--- src/fcs_pkg.sv ---
// Contract
// - writing F0 anywhere returns the flash to array reads; used to abort
// - program: AA/555, 55/2AA, A0/555, then data to target address
// - bypass entry AA/555, 55/2AA, 20/555; then program is A0, data
// - bypass exit is 90 then 00 at any address
// - erase: AA,55,80,AA,55 then 10/555 chip or 30/sector address
// - autoselect AA,55,90/555 then read maker at 00, device at 01
// - valid data only on the read after polling shows true data
package fcs_pkg;
  localparam int CLK_PERIOD_NS = 40;
  localparam int T_WP_NS       = 35;
  localparam int T_ACC_NS      = 70;
  localparam int WP_CYC_I  = (T_WP_NS + CLK_PERIOD_NS - 1) / CLK_PERIOD_NS;
  localparam int ACC_CYC_I = (T_ACC_NS + CLK_PERIOD_NS - 1) / CLK_PERIOD_NS;
  localparam logic [3:0] WP_CYC   = 4'(WP_CYC_I < 1 ? 1 : WP_CYC_I);
  // two extra cycles cover the data input synchroniser
  localparam logic [3:0] READ_CYC = 4'((ACC_CYC_I < 1 ? 1 : ACC_CYC_I) + 2);

  localparam logic [16:0] A_555 = 17'h00555;
  localparam logic [16:0] A_2AA = 17'h002AA;
  localparam logic [16:0] A_ANY = 17'h00000;
  localparam logic [7:0] D_UNLOCK1  = 8'hAA;
  localparam logic [7:0] D_UNLOCK2  = 8'h55;
  localparam logic [7:0] D_RESET    = 8'hF0;
  localparam logic [7:0] D_PROGRAM  = 8'hA0;
  localparam logic [7:0] D_BYPASS   = 8'h20;
  localparam logic [7:0] D_BYP_EX1  = 8'h90;
  localparam logic [7:0] D_BYP_EX2  = 8'h00;
  localparam logic [7:0] D_AUTOSEL  = 8'h90;
  localparam logic [7:0] D_ERASE    = 8'h80;
  localparam logic [7:0] D_CHIP     = 8'h10;
  localparam logic [7:0] D_SECTOR   = 8'h30;
  localparam logic [7:0] D_SUSPEND  = 8'hB0;
  localparam logic [7:0] D_RESUME   = 8'h30;

  localparam int POLL_BIT   = 7;
  localparam int TOGGLE_BIT = 6;
  localparam int LIMIT_BIT  = 5;

  localparam logic [3:0] CMD_READ      = 4'h0;
  localparam logic [3:0] CMD_RESET     = 4'h1;
  localparam logic [3:0] CMD_PROGRAM   = 4'h2;
  localparam logic [3:0] CMD_BYP_ENTER = 4'h3;
  localparam logic [3:0] CMD_BYP_PROG  = 4'h4;
  localparam logic [3:0] CMD_BYP_EXIT  = 4'h5;
  localparam logic [3:0] CMD_CHIP_ERS  = 4'h6;
  localparam logic [3:0] CMD_SECT_ERS  = 4'h7;
  localparam logic [3:0] CMD_SECT_ADD  = 4'h8;
  localparam logic [3:0] CMD_SUSPEND   = 4'h9;
  localparam logic [3:0] CMD_RESUME    = 4'hA;
  localparam logic [3:0] CMD_AUTOSEL   = 4'hB;
  localparam logic [3:0] CMD_POLL      = 4'hC;
endpackage

--- src/fcs_cyc_if.sv ---
`timescale 1ns/10ps
interface fcs_cyc_if;
  logic        req;
  logic        wr;
  logic [16:0] addr;
  logic [7:0]  wdata;
  logic        done;
  logic [7:0]  rdata;
  modport ctrl (output req, output wr, output addr, output wdata,
                input done, input rdata);
  modport eng  (input req, input wr, input addr, input wdata,
                output done, output rdata);
endinterface

--- src/fcs_bus_engine.sv ---
`timescale 1ns/10ps
module fcs_bus_engine (
  input  wire logic  clk_sys,
  input  wire logic  resetn,
  fcs_cyc_if.eng     cyc,
  output logic [16:0] fl_addr,
  output logic [7:0]  fl_dq_out,
  output logic        fl_dq_oe,
  input  wire logic [7:0] fl_dq_in,
  output logic        fl_ce_n,
  output logic        fl_we_n,
  output logic        fl_oe_n
);
  typedef enum logic [2:0] {
    E_IDLE   = 3'b000,
    E_SETUP  = 3'b001,
    E_STROBE = 3'b010,
    E_HOLD   = 3'b011,
    E_READ   = 3'b100,
    E_GAP    = 3'b101
  } fcs_eng_st_t;

  fcs_eng_st_t st;
  logic [3:0]  cnt;
  logic [7:0]  dq_s1;
  logic [7:0]  dq_s2;

  // =====================================================
  // data input synchroniser
  always_ff @(posedge clk_sys or negedge resetn) begin
    if (!resetn) begin
      dq_s1 <= 8'h00;
      dq_s2 <= 8'h00;
    end else begin
      dq_s1 <= fl_dq_in;
      dq_s2 <= dq_s1;
    end
  end

  // =====================================================
  // one bus cycle per request; chip select frames every cycle so each
  // read is a fresh pulse and the toggle bits advance
  always_ff @(posedge clk_sys or negedge resetn) begin
    if (!resetn) begin
      st        <= E_IDLE;
      cnt       <= 4'h0;
      cyc.done  <= 1'b0;
      cyc.rdata <= 8'h00;
      fl_addr   <= 17'h00000;
      fl_dq_out <= 8'h00;
      fl_dq_oe  <= 1'b0;
      fl_ce_n   <= 1'b1;
      fl_we_n   <= 1'b1;
      fl_oe_n   <= 1'b1;
    end else begin
      case (st)
        E_IDLE: begin
          cyc.done <= 1'b0;
          if (cyc.req) begin
            fl_addr <= cyc.addr;
            fl_ce_n <= 1'b0;
            if (cyc.wr) begin
              fl_dq_out <= cyc.wdata;
              fl_dq_oe  <= 1'b1;
              st        <= E_SETUP;
            end else begin
              fl_oe_n <= 1'b0;
              cnt     <= fcs_pkg::READ_CYC;
              st      <= E_READ;
            end
          end
        end
        E_SETUP: begin
          // address stood a full cycle before the later strobe falls
          fl_we_n <= 1'b0;
          cnt     <= fcs_pkg::WP_CYC - 4'h1;
          st      <= E_STROBE;
        end
        E_STROBE: begin
          if (cnt == 4'h0) begin
            fl_we_n <= 1'b1;
            st      <= E_HOLD;
          end else begin
            cnt <= cnt - 4'h1;
          end
        end
        E_HOLD: begin
          // data still driven while the earlier strobe rises
          fl_ce_n <= 1'b1;
          st      <= E_GAP;
        end
        E_READ: begin
          if (cnt == 4'h0) begin
            cyc.rdata <= dq_s2;
            fl_ce_n   <= 1'b1;
            fl_oe_n   <= 1'b1;
            st        <= E_GAP;
          end else begin
            cnt <= cnt - 4'h1;
          end
        end
        E_GAP: begin
          fl_dq_oe <= 1'b0;
          cyc.done <= 1'b1;
          st       <= E_IDLE;
        end
        default: st <= E_IDLE;
      endcase
    end
  end
endmodule

--- src/fcs_ctrl.sv ---
`timescale 1ns/10ps
module fcs_ctrl (
  input  wire logic        clk_sys,
  input  wire logic        resetn,
  input  wire logic        cmd_valid,
  input  wire logic [3:0]  cmd_code,
  input  wire logic [16:0] cmd_addr,
  input  wire logic [7:0]  cmd_data,
  output logic             cmd_ready,
  output logic             rsp_valid,
  output logic [7:0]       rsp_data,
  output logic             rsp_fail,
  output logic [16:0]      fl_addr,
  output logic [7:0]       fl_dq_out,
  output logic             fl_dq_oe,
  input  wire logic [7:0]  fl_dq_in,
  output logic             fl_ce_n,
  output logic             fl_we_n,
  output logic             fl_oe_n
);
  typedef enum logic [3:0] {
    S_IDLE    = 4'b0000,
    S_SEQ     = 4'b0001,
    S_SEQ_W   = 4'b0010,
    S_POLL    = 4'b0011,
    S_POLL_W  = 4'b0100,
    S_FIN     = 4'b0101,
    S_FIN_W   = 4'b0110,
    S_ABORT   = 4'b0111,
    S_ABORT_W = 4'b1000,
    S_DONE    = 4'b1001
  } fcs_st_t;

  fcs_cyc_if cyc ();

  fcs_bus_engine u_eng (
    .clk_sys   (clk_sys),
    .resetn    (resetn),
    .cyc       (cyc.eng),
    .fl_addr   (fl_addr),
    .fl_dq_out (fl_dq_out),
    .fl_dq_oe  (fl_dq_oe),
    .fl_dq_in  (fl_dq_in),
    .fl_ce_n   (fl_ce_n),
    .fl_we_n   (fl_we_n),
    .fl_oe_n   (fl_oe_n)
  );

  // =====================================================
  // command sequence tables
  function automatic logic [2:0] seq_len(input logic [3:0] c);
    case (c)
      fcs_pkg::CMD_PROGRAM:   seq_len = 3'd4;
      fcs_pkg::CMD_BYP_ENTER: seq_len = 3'd3;
      fcs_pkg::CMD_BYP_PROG:  seq_len = 3'd2;
      fcs_pkg::CMD_BYP_EXIT:  seq_len = 3'd2;
      fcs_pkg::CMD_CHIP_ERS:  seq_len = 3'd6;
      fcs_pkg::CMD_SECT_ERS:  seq_len = 3'd6;
      fcs_pkg::CMD_AUTOSEL:   seq_len = 3'd3;
      fcs_pkg::CMD_READ:      seq_len = 3'd0;
      fcs_pkg::CMD_POLL:      seq_len = 3'd0;
      default:                seq_len = 3'd1;
    endcase
  endfunction

  // returns {address, data}; unlock cycles drive bits 16..11 low
  function automatic logic [24:0] seq_word(input logic [3:0]  c,
                                           input logic [2:0]  i,
                                           input logic [16:0] a,
                                           input logic [7:0]  d);
    logic [7:0] third;
    third = fcs_pkg::D_AUTOSEL;
    seq_word = {fcs_pkg::A_ANY, fcs_pkg::D_RESET};
    case (c)
      fcs_pkg::CMD_PROGRAM:  third = fcs_pkg::D_PROGRAM;
      fcs_pkg::CMD_BYP_ENTER: third = fcs_pkg::D_BYPASS;
      fcs_pkg::CMD_CHIP_ERS, fcs_pkg::CMD_SECT_ERS: third = fcs_pkg::D_ERASE;
      default: third = fcs_pkg::D_AUTOSEL;
    endcase
    case (c)
      fcs_pkg::CMD_PROGRAM, fcs_pkg::CMD_BYP_ENTER, fcs_pkg::CMD_AUTOSEL,
      fcs_pkg::CMD_CHIP_ERS, fcs_pkg::CMD_SECT_ERS: begin
        case (i)
          3'd0, 3'd3: seq_word = {fcs_pkg::A_555, fcs_pkg::D_UNLOCK1};
          3'd1, 3'd4: seq_word = {fcs_pkg::A_2AA, fcs_pkg::D_UNLOCK2};
          3'd2: seq_word = {fcs_pkg::A_555, third};
          default: seq_word = {fcs_pkg::A_555, fcs_pkg::D_CHIP};
        endcase
        if (c == fcs_pkg::CMD_PROGRAM && i == 3'd3)
          seq_word = {a, d};
        if (c == fcs_pkg::CMD_SECT_ERS && i == 3'd5)
          seq_word = {a, fcs_pkg::D_SECTOR};
      end
      fcs_pkg::CMD_BYP_PROG:
        seq_word = (i == 3'd0) ? {fcs_pkg::A_ANY, fcs_pkg::D_PROGRAM}
                               : {a, d};
      fcs_pkg::CMD_BYP_EXIT:
        seq_word = (i == 3'd0) ? {fcs_pkg::A_ANY, fcs_pkg::D_BYP_EX1}
                               : {fcs_pkg::A_ANY, fcs_pkg::D_BYP_EX2};
      fcs_pkg::CMD_SECT_ADD: seq_word = {a, fcs_pkg::D_SECTOR};
      fcs_pkg::CMD_SUSPEND:
        seq_word = {fcs_pkg::A_ANY, fcs_pkg::D_SUSPEND};
      fcs_pkg::CMD_RESUME:
        seq_word = {fcs_pkg::A_ANY, fcs_pkg::D_RESUME};
      default: seq_word = {fcs_pkg::A_ANY, fcs_pkg::D_RESET};
    endcase
  endfunction

  // =====================================================
  // sequencer
  fcs_st_t     st;
  logic [3:0]  cur_cmd;
  logic [16:0] uaddr;
  logic [7:0]  udata;
  logic [2:0]  idx;
  logic [7:0]  prev;
  logic        have_prev;
  logic        recheck;
  logic        fail;

  wire [2:0]  seq_n      = seq_len(cur_cmd);
  wire [24:0] word       = seq_word(cur_cmd, idx, uaddr, udata);
  wire        seq_end    = (idx == seq_n);
  wire        wants_poll = (cur_cmd == fcs_pkg::CMD_PROGRAM)  ||
                           (cur_cmd == fcs_pkg::CMD_BYP_PROG) ||
                           (cur_cmd == fcs_pkg::CMD_CHIP_ERS) ||
                           (cur_cmd == fcs_pkg::CMD_POLL);
  wire        wants_read = (cur_cmd == fcs_pkg::CMD_READ) ||
                           (cur_cmd == fcs_pkg::CMD_AUTOSEL);
  wire [7:0]  rd         = cyc.rdata;
  wire        tog_same   = (rd[fcs_pkg::TOGGLE_BIT] ==
                            prev[fcs_pkg::TOGGLE_BIT]);

  always_ff @(posedge clk_sys or negedge resetn) begin
    if (!resetn) begin
      st        <= S_IDLE;
      cur_cmd   <= fcs_pkg::CMD_READ;
      uaddr     <= 17'h00000;
      udata     <= 8'h00;
      idx       <= 3'd0;
      prev      <= 8'h00;
      have_prev <= 1'b0;
      recheck   <= 1'b0;
      fail      <= 1'b0;
      cmd_ready <= 1'b1;
      rsp_valid <= 1'b0;
      rsp_data  <= 8'h00;
      rsp_fail  <= 1'b0;
      cyc.req   <= 1'b0;
      cyc.wr    <= 1'b0;
      cyc.addr  <= 17'h00000;
      cyc.wdata <= 8'h00;
    end else begin
      case (st)
        S_IDLE: begin
          rsp_valid <= 1'b0;
          if (cmd_valid && cmd_ready) begin
            cur_cmd   <= cmd_code;
            uaddr     <= cmd_addr;
            udata     <= cmd_data;
            idx       <= 3'd0;
            have_prev <= 1'b0;
            recheck   <= 1'b0;
            fail      <= 1'b0;
            cmd_ready <= 1'b0;
            st        <= S_SEQ;
          end
        end
        S_SEQ: begin
          if (seq_end) begin
            st <= wants_poll ? S_POLL : (wants_read ? S_FIN : S_DONE);
          end else begin
            cyc.req   <= 1'b1;
            cyc.wr    <= 1'b1;
            cyc.addr  <= word[24:8];
            cyc.wdata <= word[7:0];
            st        <= S_SEQ_W;
          end
        end
        S_SEQ_W: begin
          cyc.req <= 1'b0;
          if (cyc.done) begin
            idx <= idx + 3'd1;
            st  <= S_SEQ;
          end
        end
        S_POLL: begin
          // status read at the target so the polling bit is valid too
          cyc.req  <= 1'b1;
          cyc.wr   <= 1'b0;
          cyc.addr <= uaddr;
          st       <= S_POLL_W;
        end
        S_POLL_W: begin
          cyc.req <= 1'b0;
          if (cyc.done) begin
            prev <= rd;
            if (!have_prev) begin
              have_prev <= 1'b1;
              st        <= S_POLL;
            end else if (tog_same) begin
              st <= S_FIN;
            end else if (recheck) begin
              fail <= 1'b1;
              st   <= S_ABORT;
            end else begin
              // limit bit may rise as toggling stops, so look once more
              recheck <= rd[fcs_pkg::LIMIT_BIT];
              st      <= S_POLL;
            end
          end
        end
        S_FIN: begin
          // a fresh read, as bit 7 may settle apart from the rest
          cyc.req  <= 1'b1;
          cyc.wr   <= 1'b0;
          cyc.addr <= uaddr;
          st       <= S_FIN_W;
        end
        S_FIN_W: begin
          cyc.req <= 1'b0;
          if (cyc.done) begin
            rsp_data <= rd;
            st       <= S_DONE;
          end
        end
        S_ABORT: begin
          cyc.req   <= 1'b1;
          cyc.wr    <= 1'b1;
          cyc.addr  <= fcs_pkg::A_ANY;
          cyc.wdata <= fcs_pkg::D_RESET;
          st        <= S_ABORT_W;
        end
        S_ABORT_W: begin
          cyc.req <= 1'b0;
          if (cyc.done) begin
            rsp_data <= prev;
            st       <= S_DONE;
          end
        end
        S_DONE: begin
          rsp_valid <= 1'b1;
          rsp_fail  <= fail;
          cmd_ready <= 1'b1;
          st        <= S_IDLE;
        end
        default: st <= S_IDLE;
      endcase
    end
  end
endmodule

--- config.mk ---
export PLATFORM = sky130hd
export DESIGN_NAME = fcs_ctrl
export DESIGN_NICKNAME = d
export VERILOG_FILES = /design/src/fcs_pkg.sv /design/src/fcs_cyc_if.sv /design/src/fcs_bus_engine.sv /design/src/fcs_ctrl.sv
export SDC_FILE = /design/constraint.sdc
export NUM_CORES = 1
export LEC_CHECK = 0
export BUFFER_PORTS_ARGS = -buffer_cell sky130_fd_sc_hd__buf_4
export CAP_MARGIN = 0
export CORE_ASPECT_RATIO = 0.9
export CORE_MARGIN = 3
export CORE_UTILIZATION = 58
export DETAILED_ROUTE_END_ITERATION = 8
export PLACE_DENSITY = 0.87
export SKIP_CTS_REPAIR_TIMING = 1
export SLEW_MARGIN = 20
export SYNTH_ARGS = -nofsm -noshare
export SYNTH_HDL_FRONTEND = slang
export SYNTH_SLANG_ARGS = --single-unit
--- constraint.sdc ---
create_clock -name clk_sys -period 2.7 [get_ports clk_sys]
set_input_delay 0.54 -clock clk_sys [delete_from_list [all_inputs] [get_ports clk_sys]]
set_output_delay 0.54 -clock clk_sys [all_outputs]
set_load 0.1 [all_outputs]
==> summary.md <==
| Metric | Value |
|---|---|
| Setup CP Type | `reg2reg` |
| Total wire length | `14560 um` |
| RSZ-0062 raised after global routing | `false` |
| Max cap viols | `0` |
| Max Clock Freq | `393.3 MHz` |
| Nets | `772` |
| Worst-path cell chain | `nor2b_1 -> or4_1 -> a21o_1 -> o21ai_2 -> buf_4 -> mux2i_1` |
| Port Buf Inserts | `79` |
| CTS sink cnt | `146` |
| Top FF cell, synth | `dfrtp_1` |
| Async set-reset flop share out of synthesis | `100.0%` |
| Pre-CTS setup slack | `196.7 ps` |
| Worst vdd ir | `0.6962 mV` |
| Syn Inst Count | `643` |
| All-Layer GR Usage | `24.20%` |
| Critical Path Start Type | `flop` |
| Cell class contributing the biggest share of worst-path delay | `flip-flops` |
| Yosys warns | `0` |
| Status | `finished, final reports clean` |
| Fill count | `765` |
| Vias per inst | `5.589` |
| Top-count cell post-synth | `dfrtp_1` |
| Cell Area, Synth | `0.006569 mm2` |
| Placed cell areas | `0.007346 mm2` |
| Final Non-Filler Cells | `891` |
| Footprint of the multi-input gates | `0.002659 mm2` |
| Area Overhead vs Synth | `20.72%` |
| CP max stage cell | `dfrtp_1` |
| Top cells by area, synth | `dfrtp_1 (54%), mux2_2 (7.7%), nand2_1 (7.1%), a21oi_1 (3.7%), mux2i_1 (3.4%)` |
| Die area | `0.01264 mm2` |
| Die H | `107.0 um` |
| Register bit count reported by yosys | `146` |
| Setup tns final | `0 ps` |
| Hold Crit Class | `in2async` |
| NetSw | `3380 uW` |
| Die width | `118.2 um` |
| Reg2reg start | `cur_cmd[2]` |
| Initial drt markers | `410` |
| Syn avg cell area | `10.22 um2` |
| Internal | `4945 uW` |
| Fraction of layout cells with a size suffix above 1 | `25.44%` |
| Core footprint | `0.01095 mm2` |
| H-tree depth | `4` |
| Final HPWL from detailed placement | `10270 um` |
| Reg power frac | `37.0%` |
| GRT overflow | `0` |
| CP Capture Type | `flop` |
| WP data arrival | `2880 ps` |
| Clk_lat worst skew | `420 ps` |
| Critical path launch point | `cur_cmd[2]` |
| CTS Buffer Depth | `2` |
| P per Cell Area | `1050 mW/mm2` |
| TritonCTS clock tree | `yes` |
| Syn Nets | `689` |
| Root buffer cell | `clkbuf_16` |
| Vias in the first global route | `4891` |
| Routability cong. | `0.9062` |
| DRT antenna net count | `0` |
| Routed via count | `4980` |
| Top-area cell type share of the netlist area | `54.10%` |
| Synth cell count leaders | `dfrtp_1 (142), nand2_1 (125), nor2_1 (50)` |
| Initial DRT Pass Iterations | `5` |
| Worst Path Buf+Inv | `1` |
| Avg WL per Cell | `16.34 um` |
| CP max stage delay | `650 ps` |
| Initial core utilization | `60.01%` |
| Sequential fraction of the synthesis area | `55.70%` |
| ANT cells | `0` |
| Combinational power share | `35.4%` |
| Slew HR | `60.47%` |
| Final period util | `94.17%` |
| Leakage power | `0.003911 uW` |
| Pin count of the biggest net entering global routing | `66` |
| Register Area | `0.003659 mm2` |
| Initial antenna violation count | `0` |
| Yosys top cell by area | `dfrtp_1` |
| CP Max Fanout | `17` |
| Slew @ Worst Pin | `593.0 ps` |
| Clk slew on worst S/H paths | `60 ps` |
| Final Slew Violations | `0` |
| Sw frac | `40.60%` |
| Post-synth EDFFs | `0` |
| FP Rows | `36` |
| Design area | `0.007930 mm2` |
| Minimum clock period | `2543 ps` |
| Global-route wire length before repair | `24050 um` |
| Final hold vios | `0` |
| Final worst slack | `157.3 ps` |
| Cts bufs inserted | `17` |
| Clock Skews | `6.827 ps` |
| Worst EP required | `3040 ps` |
| Clock group share of total power | `27.6%` |
| DP Cell Count | `859` |
| Drc violations | `0` |
| Post-synthesis cell type count | `54` |
| I/O Pins | `80` |
| Final setup fails | `0` |
power groups by stage:
stage          Clock (uW)  Sequential, uW  Combinational [uW]
2_1_floorplan           0            4050                1230
3_3_place_gp            0            3080                2880
3_5_place_dp            0            3110                2930
4_1_cts              2330            3080                2950
5_1_grt              2440            3150                3150
6_report             2290            3080                2950
flip-flops by register name, summed over array words and instances (netlist names), 3 cells and up:
register	flops
u_eng.fl_dq_out	8
udata	8
rsp_data	8
u_eng.cnt	4
cur_cmd	4
uaddr	17
u_eng.dq_s2	8
cyc.addr	17
idx	3
cyc.wdata	8
prev	8
u_eng.cyc.rdata	8
u_eng.st	3
st	4
u_eng.fl_addr	17
u_eng.dq_s1	8
worst paths after layout:
kind | end | slack (ps) | cells past startpoint
setup / recovery | cyc.addr[12] | 160 | 6
hold reg to reg | u_eng.dq_s2[1] | 350 | 0
setup reg to reg | cyc.addr[12] | 160 | 6
max in group asynchronous | u_eng.fl_ce_n | 1840 | 2
hold / removal | have_prev | 110 | 1
min in group clk_sys | u_eng.dq_s1[3] | 220 | 1
per-stage QoR:
step / hold WS, ps / util (%) / power, uW
floorplan: 244.4 / - / 5278
global placement: 333.5 / 67.11 / 5962
detailed placement: 334.7 / 67.11 / 6042
CTS: 120.4 / 72.45 / 8361
global route: 137.2 / 72.45 / 8741
finish: 105.3 / 72.45 / 8325
kinds of logic (layout without fill, tap and decap cells):
family / after synthesis / count (layout) / share of synthesized area [%]
simple gates: 228 / 228 / 15.30
flops: 146 / 146 / 55.70
mux: 72 / 72 / 12.21
compound gates: 125 / 125 / 10.97
buf+inv: 60 / 156 / 3.885
xor+xnor: 6 / 6 / 0.8000
fa+ha+maj: 6 / 6 / 1.143
cell usage in the layout (no fill, tap or decap), types with 5 or more instances in the layout:
| master | count |
|---|---|
| nand3_1 | 9 |
| inv_1 | 29 |
| mux2_4 | 5 |
| mux2i_1 | 22 |
| buf_4 | 93 |
| mux2_2 | 45 |
| o21ai_0 | 40 |
| nand2_1 | 125 |
| clkinv_4 | 5 |
| nor2b_1 | 9 |
| clkbuf_16 | 17 |
| a31oi_1 | 7 |
| dfrtp_1 | 142 |
| nor3_1 | 6 |
| nor2_1 | 50 |
| a21o_1 | 5 |
| ha_1 | 6 |
| nand2b_1 | 10 |
| a21oi_1 | 48 |
worst reg2reg max path, delay by kind of cell (launching register included):
family | cells | cell delay, ps
DFF | 1 | 650
buffers and inverters | 1 | 330
muxes | 1 | 230
AOI/OAI and AO/OA | 2 | 630
and+or+nand+nor | 2 | 620
metal layers:
| layer | GRT usage [%] | routed length (um) |
|---|---|---|
| met4 | 9.791 | 338 |
| met3 | 6.329 | 731 |
| met1 | 32.69 | 6455 |
| met2 | 37.66 | 7031 |
| met5 | 0 | 0 |
cell type report:
cell class                 count  area share (%)
clock buffer                  18           5.412
clock inverter                14           1.956
inverter                      29           1.373
multi-input combinational    437           33.53
sequential                   146           46.13
tap                          152           2.398
timing repair buffer          95           9.198
No activity file was read; power rests on OpenSTA's default activity.
